===== src/pkg/lcc_params.svh =====
// constants of the logic cell control block: offsets, fields, resets
// assumes a 100 MHz core clock and a 4-bit AXI4-Lite byte address
//
// Functional notes
// RQ1 - each gate invert bit (19..16) inverts its channel before the cell.
// RQ2 - the enable bit (15) lets the cell combine; cleared, all outputs are 0; the code still drives cell_pin_oe from bit 7.
// RQ3 - bit 11 set flags an interrupt on each low-to-high cell output edge.
// RQ4 - bit 10 set flags an interrupt on each high-to-low cell output edge.
// RQ5 - software should not enable rising and falling interrupts together.
// RQ6 - the pin output enable (bit 7) routes the cell output to its pin.
// RQ7 - bit 6 is read-only and shows the present cell output level.
// RQ8 - bits 31..20, 14..12, 9..8, 4 and 3 ignore writes and read as zero.
// RQ9 - every control field, mode included, is zero after reset.
// RQ10 - the output invert bit (5) inverts the final output before use.
// RQ11 - edges are sampled on the core clock and flagged within one cycle.
`ifndef LCC_PARAMS_SVH
`define LCC_PARAMS_SVH

`define LCC_OFS_CTRL 4'h0
`define LCC_OFS_STS 4'h4
`define LCC_OFS_MASK 4'h8

`define LCC_B_GINV_LO 16
`define LCC_B_GINV_HI 19
`define LCC_B_ON 15
`define LCC_B_RISE_EN 11
`define LCC_B_FALL_EN 10
`define LCC_B_OE 7
`define LCC_B_OUT 6
`define LCC_B_POL 5
`define LCC_B_MODE_HI 2
`define LCC_B_MODE_LO 0

`define LCC_CTRL_WMASK 32'h000f8ca7
`define LCC_CTRL_RST 32'h00000000
`define LCC_STS_RST 2'h0
`define LCC_MASK_RST 2'h0
`define LCC_S_RISE 0
`define LCC_S_FALL 1

`define LCC_MODE_OR 3'h0
`define LCC_MODE_AND 3'h1
`define LCC_MODE_XOR 3'h2
`define LCC_MODE_AO 3'h3
`define LCC_MODE_NOR 3'h4

`define LCC_RESP_OKAY 2'h0
`define LCC_RESP_SLVERR 2'h2

`endif


===== src/pkg/lcc_pkg.sv =====
// types of the logic cell control block
// assumes lcc_params.svh for the numeric constants
package lcc_pkg;
  typedef logic [2:0] lcc_mode_t;
  typedef logic [3:0] lcc_addr_t;
  typedef enum logic [1:0] {
    LCC_SEL_CTRL,
    LCC_SEL_STS,
    LCC_SEL_MASK,
    LCC_SEL_NONE
  } lcc_sel_e;
endpackage


===== src/lcc_sync.sv =====
// two-flop synchroniser for the four channel inputs
// assumes the inputs are asynchronous to core_clk
`timescale 1ns/1ps
module lcc_sync (
  input wire logic core_clk,
  input wire logic rstn,
  input wire logic [3:0] async_in,
  output logic [3:0] sync_out
);
  import lcc_pkg::*;
  logic [3:0] meta_r;

  genvar i;
  generate
    for (i = 0; i < 4; i++) begin : g_bit
      always_ff @(posedge core_clk or negedge rstn) begin
        if (!rstn) begin
          meta_r[i] <= 1'b0;
          sync_out[i] <= 1'b0;
        end else begin
          meta_r[i] <= async_in[i];
          sync_out[i] <= meta_r[i];
        end
      end
    end
  endgenerate
endmodule


===== src/lcc_cell.sv =====
// gate inversion and combining function of the logic cell
// assumes synchronised channel inputs and registered control fields
`timescale 1ns/1ps
`include "lcc_params.svh"
module lcc_cell (
  input wire logic core_clk,
  input wire logic rstn,
  input wire logic [3:0] chan,
  input wire logic [3:0] gate_invert,
  input wire logic cell_enable,
  input wire lcc_pkg::lcc_mode_t mode,
  output logic cell_out_r
);
  import lcc_pkg::*;
  logic [3:0] gated;
  logic cell_nxt;

  // per-channel inversion before the cell [RQ1]
  assign gated = chan ^ gate_invert;

  always_comb begin
    case (mode)
      `LCC_MODE_OR: cell_nxt = |gated;
      `LCC_MODE_AND: cell_nxt = &gated;
      `LCC_MODE_XOR: cell_nxt = ^gated;
      `LCC_MODE_AO: cell_nxt = (gated[0] & gated[1]) | (gated[2] & gated[3]);
      `LCC_MODE_NOR: cell_nxt = ~(|gated);
      default: cell_nxt = |gated;
    endcase
  end

  always_ff @(posedge core_clk or negedge rstn) begin
    if (!rstn) begin
      cell_out_r <= 1'b0;
    end else begin
      // disabled cell gives logic zero [RQ2]
      cell_out_r <= cell_enable & cell_nxt;
    end
  end
endmodule


===== src/lcc_top.sv =====
// logic cell control: AXI4-Lite registers, cell, edge interrupts, pin
// assumes channel inputs arrive from pins, asynchronous to core_clk
`timescale 1ns/1ps
`include "lcc_params.svh"
module lcc_top (
  input wire logic core_clk,
  input wire logic rstn,
  input wire lcc_pkg::lcc_addr_t s_axi_awaddr,
  input wire logic s_axi_awvalid,
  output logic s_axi_awready,
  input wire logic [31:0] s_axi_wdata,
  input wire logic [3:0] s_axi_wstrb,
  input wire logic s_axi_wvalid,
  output logic s_axi_wready,
  output logic [1:0] s_axi_bresp,
  output logic s_axi_bvalid,
  input wire logic s_axi_bready,
  input wire lcc_pkg::lcc_addr_t s_axi_araddr,
  input wire logic s_axi_arvalid,
  output logic s_axi_arready,
  output logic [31:0] s_axi_rdata,
  output logic [1:0] s_axi_rresp,
  output logic s_axi_rvalid,
  input wire logic s_axi_rready,
  input wire logic [3:0] chan_in,
  output logic cell_pin_out,
  output logic cell_pin_oe,
  output logic irq
);
  import lcc_pkg::*;

  logic [3:0] chan_sync;
  logic cell_raw;
  logic [31:0] ctrl_r;
  logic [1:0] sts_r;
  logic [1:0] mask_r;
  logic final_r;
  logic prev_r;
  lcc_addr_t aw_addr_r;
  logic aw_full_r;
  logic [31:0] w_data_r;
  logic [3:0] w_strb_r;
  logic w_full_r;
  logic awready_r;
  logic wready_r;
  logic bvalid_r;
  logic [1:0] bresp_r;
  logic arready_r;
  logic rvalid_r;
  logic [31:0] rdata_r;
  logic [1:0] rresp_r;
  logic irq_r;
  logic pin_out_r;
  logic pin_oe_r;
  logic [3:0] ginv;
  logic cell_on;
  logic rise_en;
  logic fall_en;
  logic pin_en;
  logic out_inv;
  lcc_mode_t mode;
  logic aw_hs;
  logic w_hs;
  logic ar_hs;
  logic do_wr;
  lcc_sel_e wr_sel;
  lcc_sel_e rd_sel;
  logic rise_evt;
  logic fall_evt;
  logic [1:0] sts_set;
  logic sts_clr;
  logic [31:0] ctrl_view;

  function automatic lcc_sel_e reg_sel(input lcc_addr_t a);
    lcc_addr_t w;
    w = {a[3:2], 2'b00};
    case (w)
      `LCC_OFS_CTRL: reg_sel = LCC_SEL_CTRL;
      `LCC_OFS_STS: reg_sel = LCC_SEL_STS;
      `LCC_OFS_MASK: reg_sel = LCC_SEL_MASK;
      default: reg_sel = LCC_SEL_NONE;
    endcase
  endfunction

  function automatic logic [31:0] lane_merge(input logic [31:0] old_v,
                                             input logic [31:0] new_v,
                                             input logic [3:0] strb);
    logic [31:0] m;
    m = {{8{strb[3]}}, {8{strb[2]}}, {8{strb[1]}}, {8{strb[0]}}};
    lane_merge = (old_v & ~m) | (new_v & m);
  endfunction

  assign ginv = ctrl_r[`LCC_B_GINV_HI:`LCC_B_GINV_LO];
  assign cell_on = ctrl_r[`LCC_B_ON];
  assign rise_en = ctrl_r[`LCC_B_RISE_EN];
  assign fall_en = ctrl_r[`LCC_B_FALL_EN];
  assign pin_en = ctrl_r[`LCC_B_OE];
  assign out_inv = ctrl_r[`LCC_B_POL];
  assign mode = ctrl_r[`LCC_B_MODE_HI:`LCC_B_MODE_LO];

  lcc_sync u_sync (
    .core_clk(core_clk),
    .rstn(rstn),
    .async_in(chan_in),
    .sync_out(chan_sync)
  );

  lcc_cell u_cell (
    .core_clk(core_clk),
    .rstn(rstn),
    .chan(chan_sync),
    .gate_invert(ginv),
    .cell_enable(cell_on),
    .mode(mode),
    .cell_out_r(cell_raw)
  );

  // final output with optional inversion, zero while disabled
  always_ff @(posedge core_clk or negedge rstn) begin
    if (!rstn) begin
      final_r <= 1'b0;
      prev_r <= 1'b0;
    end else begin
      final_r <= cell_on & (cell_raw ^ out_inv); // [RQ10] [RQ2]
      prev_r <= final_r; // [RQ11]
    end
  end

  // pin drive
  always_ff @(posedge core_clk or negedge rstn) begin
    if (!rstn) begin
      pin_out_r <= 1'b0;
      pin_oe_r <= 1'b0;
    end else begin
      pin_out_r <= final_r & pin_en; // [RQ6]
      pin_oe_r <= pin_en; // [RQ6]
    end
  end

  // edge events
  assign rise_evt = final_r & ~prev_r & rise_en; // [RQ3] [RQ11]
  assign fall_evt = ~final_r & prev_r & fall_en; // [RQ4] [RQ11]
  assign sts_set = {fall_evt, rise_evt};

  // bus handshakes
  assign aw_hs = s_axi_awvalid & awready_r;
  assign w_hs = s_axi_wvalid & wready_r;
  assign ar_hs = s_axi_arvalid & arready_r;
  assign do_wr = aw_full_r & w_full_r & ~bvalid_r;
  assign wr_sel = reg_sel(aw_addr_r);
  assign rd_sel = reg_sel(s_axi_araddr);
  assign sts_clr = ar_hs & (rd_sel == LCC_SEL_STS);

  // sticky status, set wins over read clear
  always_ff @(posedge core_clk or negedge rstn) begin
    if (!rstn) begin
      sts_r <= `LCC_STS_RST;
    end else begin
      sts_r <= sts_set | (sts_r & {2{~sts_clr}}); // [RQ3] [RQ4]
    end
  end

  always_ff @(posedge core_clk or negedge rstn) begin
    if (!rstn) begin
      irq_r <= 1'b0;
    end else begin
      irq_r <= |(sts_r & mask_r);
    end
  end

  // control and mask registers
  always_ff @(posedge core_clk or negedge rstn) begin
    if (!rstn) begin
      ctrl_r <= `LCC_CTRL_RST; // [RQ9]
      mask_r <= `LCC_MASK_RST;
    end else if (do_wr) begin
      if (wr_sel == LCC_SEL_CTRL) begin
        // unused bits never stored [RQ8]
        ctrl_r <= lane_merge(ctrl_r, w_data_r, w_strb_r) & `LCC_CTRL_WMASK;
      end
      if (wr_sel == LCC_SEL_MASK && w_strb_r[0]) begin
        mask_r <= w_data_r[1:0];
      end
    end
  end

  // write address and data capture, either order
  always_ff @(posedge core_clk or negedge rstn) begin
    if (!rstn) begin
      aw_addr_r <= 4'h0;
      aw_full_r <= 1'b0;
      awready_r <= 1'b1;
      w_data_r <= 32'h0;
      w_strb_r <= 4'h0;
      w_full_r <= 1'b0;
      wready_r <= 1'b1;
    end else begin
      if (aw_hs) begin
        aw_addr_r <= s_axi_awaddr;
        aw_full_r <= 1'b1;
        awready_r <= 1'b0;
      end else if (do_wr) begin
        aw_full_r <= 1'b0;
      end else if (bvalid_r && s_axi_bready) begin
        awready_r <= 1'b1;
      end
      if (w_hs) begin
        w_data_r <= s_axi_wdata;
        w_strb_r <= s_axi_wstrb;
        w_full_r <= 1'b1;
        wready_r <= 1'b0;
      end else if (do_wr) begin
        w_full_r <= 1'b0;
      end else if (bvalid_r && s_axi_bready) begin
        wready_r <= 1'b1;
      end
    end
  end

  // write response
  always_ff @(posedge core_clk or negedge rstn) begin
    if (!rstn) begin
      bvalid_r <= 1'b0;
      bresp_r <= `LCC_RESP_OKAY;
    end else if (do_wr) begin
      bvalid_r <= 1'b1;
      bresp_r <= (wr_sel == LCC_SEL_NONE) ? `LCC_RESP_SLVERR : `LCC_RESP_OKAY;
    end else if (bvalid_r && s_axi_bready) begin
      bvalid_r <= 1'b0;
    end
  end

  // control register view with the live output status
  always_comb begin
    ctrl_view = ctrl_r;
    ctrl_view[`LCC_B_OUT] = final_r; // [RQ7]
  end

  // read channel
  always_ff @(posedge core_clk or negedge rstn) begin
    if (!rstn) begin
      arready_r <= 1'b1;
      rvalid_r <= 1'b0;
      rdata_r <= 32'h0;
      rresp_r <= `LCC_RESP_OKAY;
    end else if (ar_hs) begin
      arready_r <= 1'b0;
      rvalid_r <= 1'b1;
      rresp_r <= `LCC_RESP_OKAY;
      case (rd_sel)
        LCC_SEL_CTRL: rdata_r <= ctrl_view; // [RQ7] [RQ8]
        LCC_SEL_STS: rdata_r <= {30'h0, sts_r};
        LCC_SEL_MASK: rdata_r <= {30'h0, mask_r};
        default: begin
          rdata_r <= 32'h0;
          rresp_r <= `LCC_RESP_SLVERR;
        end
      endcase
    end else if (rvalid_r && s_axi_rready) begin
      rvalid_r <= 1'b0;
      arready_r <= 1'b1;
    end
  end

  assign s_axi_awready = awready_r;
  assign s_axi_wready = wready_r;
  assign s_axi_bvalid = bvalid_r;
  assign s_axi_bresp = bresp_r;
  assign s_axi_arready = arready_r;
  assign s_axi_rvalid = rvalid_r;
  assign s_axi_rdata = rdata_r;
  assign s_axi_rresp = rresp_r;
  assign cell_pin_out = pin_out_r;
  assign cell_pin_oe = pin_oe_r;
  assign irq = irq_r;

  // checks
  lcc_sel_e rd_sel_r;
  logic rd_out_r;
  always_ff @(posedge core_clk or negedge rstn) begin
    if (!rstn) begin
      rd_sel_r <= LCC_SEL_NONE;
      rd_out_r <= 1'b0;
    end else if (ar_hs) begin
      rd_sel_r <= rd_sel;
      rd_out_r <= final_r;
    end
  end

  property p_gate_invert;
    @(posedge core_clk) disable iff (!rstn)
    cell_on && mode == `LCC_MODE_AND && ginv == 4'hf && chan_sync == 4'h0
      |=> cell_raw;
  endproperty
  a_gate_invert: assert property (p_gate_invert) // [RQ1]
    else $error("inverted gates did not reach the cell");

  property p_disabled_zero;
    @(posedge core_clk) disable iff (!rstn)
    !cell_on |=> !cell_raw && !final_r;
  endproperty
  a_disabled_zero: assert property (p_disabled_zero) // [RQ2]
    else $error("disabled cell output not zero");

  property p_rise_flag;
    @(posedge core_clk) disable iff (!rstn)
    final_r && !prev_r && rise_en |=> sts_r[`LCC_S_RISE];
  endproperty
  a_rise_flag: assert property (p_rise_flag) // [RQ3]
    else $error("rising edge not flagged");

  property p_fall_flag;
    @(posedge core_clk) disable iff (!rstn)
    !final_r && prev_r && fall_en |=> sts_r[`LCC_S_FALL];
  endproperty
  a_fall_flag: assert property (p_fall_flag) // [RQ4]
    else $error("falling edge not flagged");

  property p_rise_cause;
    @(posedge core_clk) disable iff (!rstn)
    $rose(sts_r[`LCC_S_RISE]) |-> $past(rise_en) && $past(final_r)
      && !$past(prev_r);
  endproperty
  a_rise_cause: assert property (p_rise_cause) // [RQ3]
    else $error("rise flag set without an enabled edge");

  property p_pin_off;
    @(posedge core_clk) disable iff (!rstn)
    !pin_en |=> !cell_pin_oe && !cell_pin_out;
  endproperty
  a_pin_off: assert property (p_pin_off) // [RQ6]
    else $error("pin driven while disabled");

  property p_status_read;
    @(posedge core_clk) disable iff (!rstn)
    rvalid_r && rd_sel_r == LCC_SEL_CTRL
      |-> s_axi_rdata[`LCC_B_OUT] == rd_out_r;
  endproperty
  a_status_read: assert property (p_status_read) // [RQ7]
    else $error("output status bit wrong");

  property p_reserved_zero;
    @(posedge core_clk) disable iff (!rstn)
    rvalid_r && rd_sel_r == LCC_SEL_CTRL
      |-> (s_axi_rdata & 32'hfff07318) == 32'h0;
  endproperty
  a_reserved_zero: assert property (p_reserved_zero) // [RQ8]
    else $error("unused control bits not zero");

  property p_out_invert;
    @(posedge core_clk) disable iff (!rstn)
    cell_on && out_inv |=> final_r == !$past(cell_raw);
  endproperty
  a_out_invert: assert property (p_out_invert) // [RQ10]
    else $error("output inversion wrong");

  property p_irq_level;
    @(posedge core_clk) disable iff (!rstn)
    (sts_r & mask_r) != 2'h0 |=> irq;
  endproperty
  a_irq_level: assert property (p_irq_level)
    else $error("interrupt not raised");

  c_rise_flag: cover property (@(posedge core_clk) disable iff (!rstn)
    $rose(sts_r[`LCC_S_RISE]));
  c_fall_flag: cover property (@(posedge core_clk) disable iff (!rstn)
    $rose(sts_r[`LCC_S_FALL]));
  c_write_done: cover property (@(posedge core_clk) disable iff (!rstn)
    bvalid_r && s_axi_bready);
  c_irq: cover property (@(posedge core_clk) disable iff (!rstn)
    $rose(irq));
endmodule


===== config.mk =====
export PLATFORM = sky130hd
export DESIGN_NAME = lcc_top
export DESIGN_NICKNAME = d
export VERILOG_FILES = /design/src/pkg/lcc_pkg.sv /design/src/lcc_sync.sv /design/src/lcc_cell.sv /design/src/lcc_top.sv
export VERILOG_INCLUDE_DIRS = /design/src /design/src/pkg
export SDC_FILE = /design/constraint.sdc
export NUM_CORES = 1
export LEC_CHECK = 0
export BUFFER_PORTS_ARGS = -buffer_cell sky130_fd_sc_hd__buf_4
export CORE_MARGIN = 5
export CORE_UTILIZATION = 40
export CTS_CLUSTER_SIZE = 8
export DETAILED_ROUTE_END_ITERATION = 7
export PLACE_DENSITY = 0.66
export SYNTH_ARGS = -nofsm -noshare
export SYNTH_HDL_FRONTEND = slang
export SYNTH_SLANG_ARGS = --single-unit
export TNS_END_PERCENT = 100

===== constraint.sdc =====
create_clock -name core_clk -period 2 [get_ports core_clk]
set_clock_uncertainty 0.2 [all_clocks]
set_input_delay 0.4 -clock core_clk [delete_from_list [all_inputs] [get_ports core_clk]]
set_output_delay 0.4 -clock core_clk [all_outputs]
set_load 0.05 [all_outputs]

After elaboration in Yosys (flattened, before gate mapping)
Index checks and enable logic that the tools add are counted.
- equality and inequality tests: 14
- multiplexer cells: 19
- bitwise logic cells: 30
- reductions and logical operators: 22
- operator list (operator ; number):
    20-bit one-hot mux with 3 select lines ; 1
    20-bit bitwise AND ; 2
    20-bit inverter ; 1
    20-bit bitwise OR ; 1
    1-bit bitwise AND ; 15
    1-bit two-way mux ; 13
    2-bit one-hot mux with 3 select lines ; 2
    2-bit nonzero test ; 6
    2-bit == test, second input constant ; 5
    2-bit logical NOT ; 4
    2-bit AND reduction ; 4
    2-bit by 1-bit == test with 1-bit output, second input constant ; 3
    3-bit by 2-bit == test with 1-bit output, second input constant ; 2
    1-bit inverter ; 5
    2-bit bitwise AND ; 2
    2-bit two-way mux ; 2
    2-bit inequality test, second input constant ; 2
    1-bit one-hot mux with 4 select lines ; 1
    4-bit AND reduction ; 1
    4-bit OR reduction ; 1
    4-bit XOR reduction ; 1
    4-bit XOR ; 1
    3-bit by 1-bit == test with 1-bit output, second input constant ; 1
    3-bit == test, second input constant ; 1
    6 further kinds ; 8
- register bits after elaboration: 100
- input bits: 55
- output and inout port bits: 44
- logic and storage cells: 115

Longest topological paths before layout
- depth after elaboration: 7
- mapped depth: 6
- gate-level depth less buffers: 6

Cells and area by module
Synthesis repeated with hierarchy kept, for this count alone.
- cells, all modules: 212
- area total of the unflattened synthesis: 2877.8 µm²
- by module, submodules not included (module ; instances ; cells each ; area each (µm²) ; seq. area each (µm²)):
    lcc_top ; 1 ; 179 ; 2466.1 ; 1505.2
    lcc_cell ; 1 ; 25 ; 211.5 ; 25.0
    lcc_sync ; 1 ; 8 ; 200.2 ; 200.2

Least setup slack after synthesis
OpenSTA, ideal clock, no wires.
- path type: register -> register
- start: reg bvalid_r (netlist: s_axi_bvalid)
- end: reg mask_r[0]
- library setup time: 0.125 ns
- arrival: 1.455 ns
- required time: 1.675 ns
- slack: 0.220 ns
- stages on the path, launching flop included: 4
- buffers on the path: 0
- clock period less this slack: 1.780 ns
- cell sequence: dfrtp_1 > nand3b_1 > nor3_1 > mux2_2
- word-level cells in the longest chain between the ends: 3
- RTL lines (element ; RTL line ; RTL):
    start: declaration ; lcc_top.sv:46 ; logic bvalid_r;
    start signal: assignment ; lcc_top.sv:223 ; bvalid_r <= 1'b0;
    start signal: assignment ; lcc_top.sv:226 ; bvalid_r <= 1'b1;
    start signal: assignment ; lcc_top.sv:229 ; bvalid_r <= 1'b0;
    1-bit inverter ; lcc_top.sv:149 ; assign do_wr = aw_full_r & w_full_r & ~bvalid_r;
    1-bit bitwise AND ; lcc_top.sv:149 ;
    2-bit AND reduction (no line) ; -- ;
    end signal: assignment ; lcc_top.sv:175 ; mask_r <= `LCC_MASK_RST;
    end signal: assignment ; lcc_top.sv:182 ; mask_r <= w_data_r[1:0];
    end: declaration ; lcc_top.sv:36 ; logic [1:0] mask_r;
Every way passes these cells.
A chain may end at the register's enable or synchronous reset.

==> results.md <==
- Status: complete, no violations
- Register area share after synthesis: 60.2%
- Power per cell area: 1280 mW/mm2
- Worst reg-to-reg path cell count: 5
- Worst-path maximum fanout: 3
- WP data required: 2.05 ns
- Share of cells above drive strength 1: 40.9%
- RSZ-0062 raised after global routing: false
- # DRC: 0
- Clock Path Buffers: 2
- Port buffer count: 52
- # rows: 31
- Max-Cap Viols: 0
- Grt met3 use: 3.35%
- Cells along the critical path: xor2_1 -> ha_1 -> xnor2_1 -> a32o_1 -> o32ai_2
- Tmin final: 1.84 ns
- Iteration-0 DRC Markers: 72
- Die H: 94.8 um
- Hold EP: s_axi_arready$_DFFE_PN1P_
- Antenna diode count: 0
- Die Area: 0.00898 mm2
- Pleak: 1.78 nW
- Post-DRT Antenna Nets: 0
- Drt wl/cell: 13.1 um
- VDD IR max: 0.000580 V
- Fin. Hold Viols: 0
- # IOs: 99
- Period utilisation layout: 92.2%
- Drt first pass iters: 4
- CP Capture Type: flip-flop
- Die X: 94.8 um
- Grt met2 use: 17.7%
- GR peak layer: met2
- EDFF count, synth: 0
- Initial Util: 40.3%
- Post-synth ARST share: 100%
- Vias in the first global route: 1766
- CTS tree: yes
- Final wirelength: 5060 um
- Placed cell count: 362
- Critical R2R Capture: u_cell.cell_out_r$_DFF_PN0_
- Clk sinks: 69
- Global route overflow: 0
- Cells after Synth: 211
- Distinct cells, synth: 33
- CP Buf/Inv Count: 0
- Area grow syn2layout: 25.7%
- Setup Viol. Count Final: 0
- TNS Setup: 0 ns
- Final hold slack: 0.0246 ns
- Largest net degree at the start of global routing: 31
- Yosys reg bits: 69
- GRT met1 Usage: 16.9%
- R2R Setup Slk: 0.16 ns
- Clk root buf: clkbuf_8
- Hold WC Path Type: input pin to flip-flop
- Clock transition at path regs: 0.08 ns
- Initial antenna violation count: 0
- Mean Syn Cell Area: 13.6 um2
- Worst skew pair latency: 0.34 ns
- Num CTS Buffers: 9
- Main synth FF type: dfrtp_1
- YS warnings: 0
- Syn Std Cell Area: 0.00288 mm2
- Crit path kind: flip-flop to flip-flop
- Vias post-DR: 1741
- WP data arrival: 1.89 ns
- Postcts setup bufs: 0
- H-tree levels: 3
- Critical path's largest stage delay: 0.43 ns
- Final Non-Filler Cells: 385
- FILL cells: 650
- Vias/cell: 4.52
- HPWL Detailed: 3810 um
- Final core utilization: 50.6%
- First-pass GRT wire length: 8510 um
- Slew Viols, Final: 0
- Hold_sp: s_axi_arvalid
- Nets: 340
- Core Region: 0.00714 mm2
- Slowest stage cell, crit path: dfrtp_1
- Gr usage total: 12.4%
- Startpoint Class: flip-flop
- CP delay by family, top: compound AO/OA/AOI/OAI gates
- GP Congestion: 0.739
- FMAX: 543 MHz
- Hold path depth: 2
worst max path at each step:
| stage | start | endpoint | depth (start not counted) |
|---|---|---|---|
| floorplan | s_axi_bvalid$_DFFE_PN0P_ | mask_r[0]$_DFFE_PN0P_ | 3 |
| global placement | flip-flop | u_cell.cell_out_r$_DFF_PN0_ | 5 |
| detailed placement | flip-flop | u_cell.cell_out_r$_DFF_PN0_ | 5 |
| CTS | flip-flop | u_cell.cell_out_r$_DFF_PN0_ | 5 |
| global route | flip-flop | u_cell.cell_out_r$_DFF_PN0_ | 5 |
| finish | flip-flop | u_cell.cell_out_r$_DFF_PN0_ | 5 |
cells by family after synthesis:
group	Yosys count	synth area share (%)
adders and majority gates	4	1.74
and+or+nand+nor	33	7.27
muxes	37	14.3
other	1	0.130
DFF	69	60.2
xor gates and xnor gates	7	2.13
buffers and inverters	35	7.44
AOI/OAI and AO/OA	25	6.83
where the power goes:
group | switching (mW) | total (mW) | internal (mW)
clock network | 0.519 | 1.13 | 0.607
registers | 0.344 | 2.16 | 1.82
logic | 0.731 | 1.34 | 0.612
total | 1.59 | 4.63 | 3.04
routing by layer:
metal  vias up  wire length, um
li1        832                -
met1       835             2310
met2        62             2260
met3        12              368
met4         0              127
met5         -                0
synth_stat cells (all sizes together), types with 2 or more instances:
cell | n | area share [%]
xor2 | 5 | 1.5
inv | 10 | 1.3
and2 | 2 | 0.44
nand3b | 2 | 0.52
nand3 | 4 | 1.5
nand2 | 16 | 2.2
a22o | 12 | 3.7
mux2 | 32 | 13
buf | 24 | 6.0
o21ai | 7 | 1.2
nor3 | 2 | 0.35
dfstp | 3 | 2.7
a32o | 3 | 1.0
ha | 4 | 1.7
nor2 | 2 | 0.83
mux2i | 5 | 1.7
xnor2 | 2 | 0.61
dfrtp | 66 | 57
worst reg2reg max path, stage by stage, from the launching register on:
cell     delay [ns]
dfrtp_1        0.43
xor2_1         0.19
ha_1           0.29
xnor2_1        0.13
a32o_1         0.27
o32ai_2        0.25
placed cells by master (no fill, tap or decap), drive strengths merged, types with 2 or more instances in the layout:
cell type and instances:
nand2 16, mux2 32, nor3 2, mux2i 5, o21ai 7, dfrtp 66
clkbuf 10, ha 4, clkinv 3, and2 2, nand3b 2, a22o 12
nor2 2, conb 21, a32o 3, dfstp 3, buf 57, xnor2 2
xor2 5, nand3 4, inv 11, dlygate4sd3 7
timing repair:
| action | CTS | global route |
|---|---|---|
| resized for setup | 0 | 1 |
| setup endpoints to repair | 0 | 1 |
| hold buffers | 7 | 0 |
| endpoints found under the hold margin | 25 | 0 |
final cells by class:
cell class              count  area, um2  share of cell area, %
inverters                  10       37.5                   1.04
flip-flops and latches     69       1730                   47.9
well taps                  99        124                   3.43
repair buffers             64        510                   14.1
clock buffers              10        138                   3.81
multi-input cells         127       1010                   28.0
clock inverters             6       61.3                   1.70
metrics by stage:
| step | instance area (um2) | total power [mW] | setup WS [ns] |
|---|---|---|---|
| 5_1_grt | 3610 | 4.92 | 0.0234 |
| 3_3_place_gp | 3340 | 3.47 | 0.166 |
| 6_report | 3610 | 4.63 | 0.157 |
| 3_5_place_dp | 3340 | 3.53 | 0.0921 |
| 2_1_floorplan | 2950 | 3.15 | 0.220 |
| 4_1_cts | 3610 | 4.68 | 0.0834 |
Note: power is estimated with default switching activity, not from simulation.
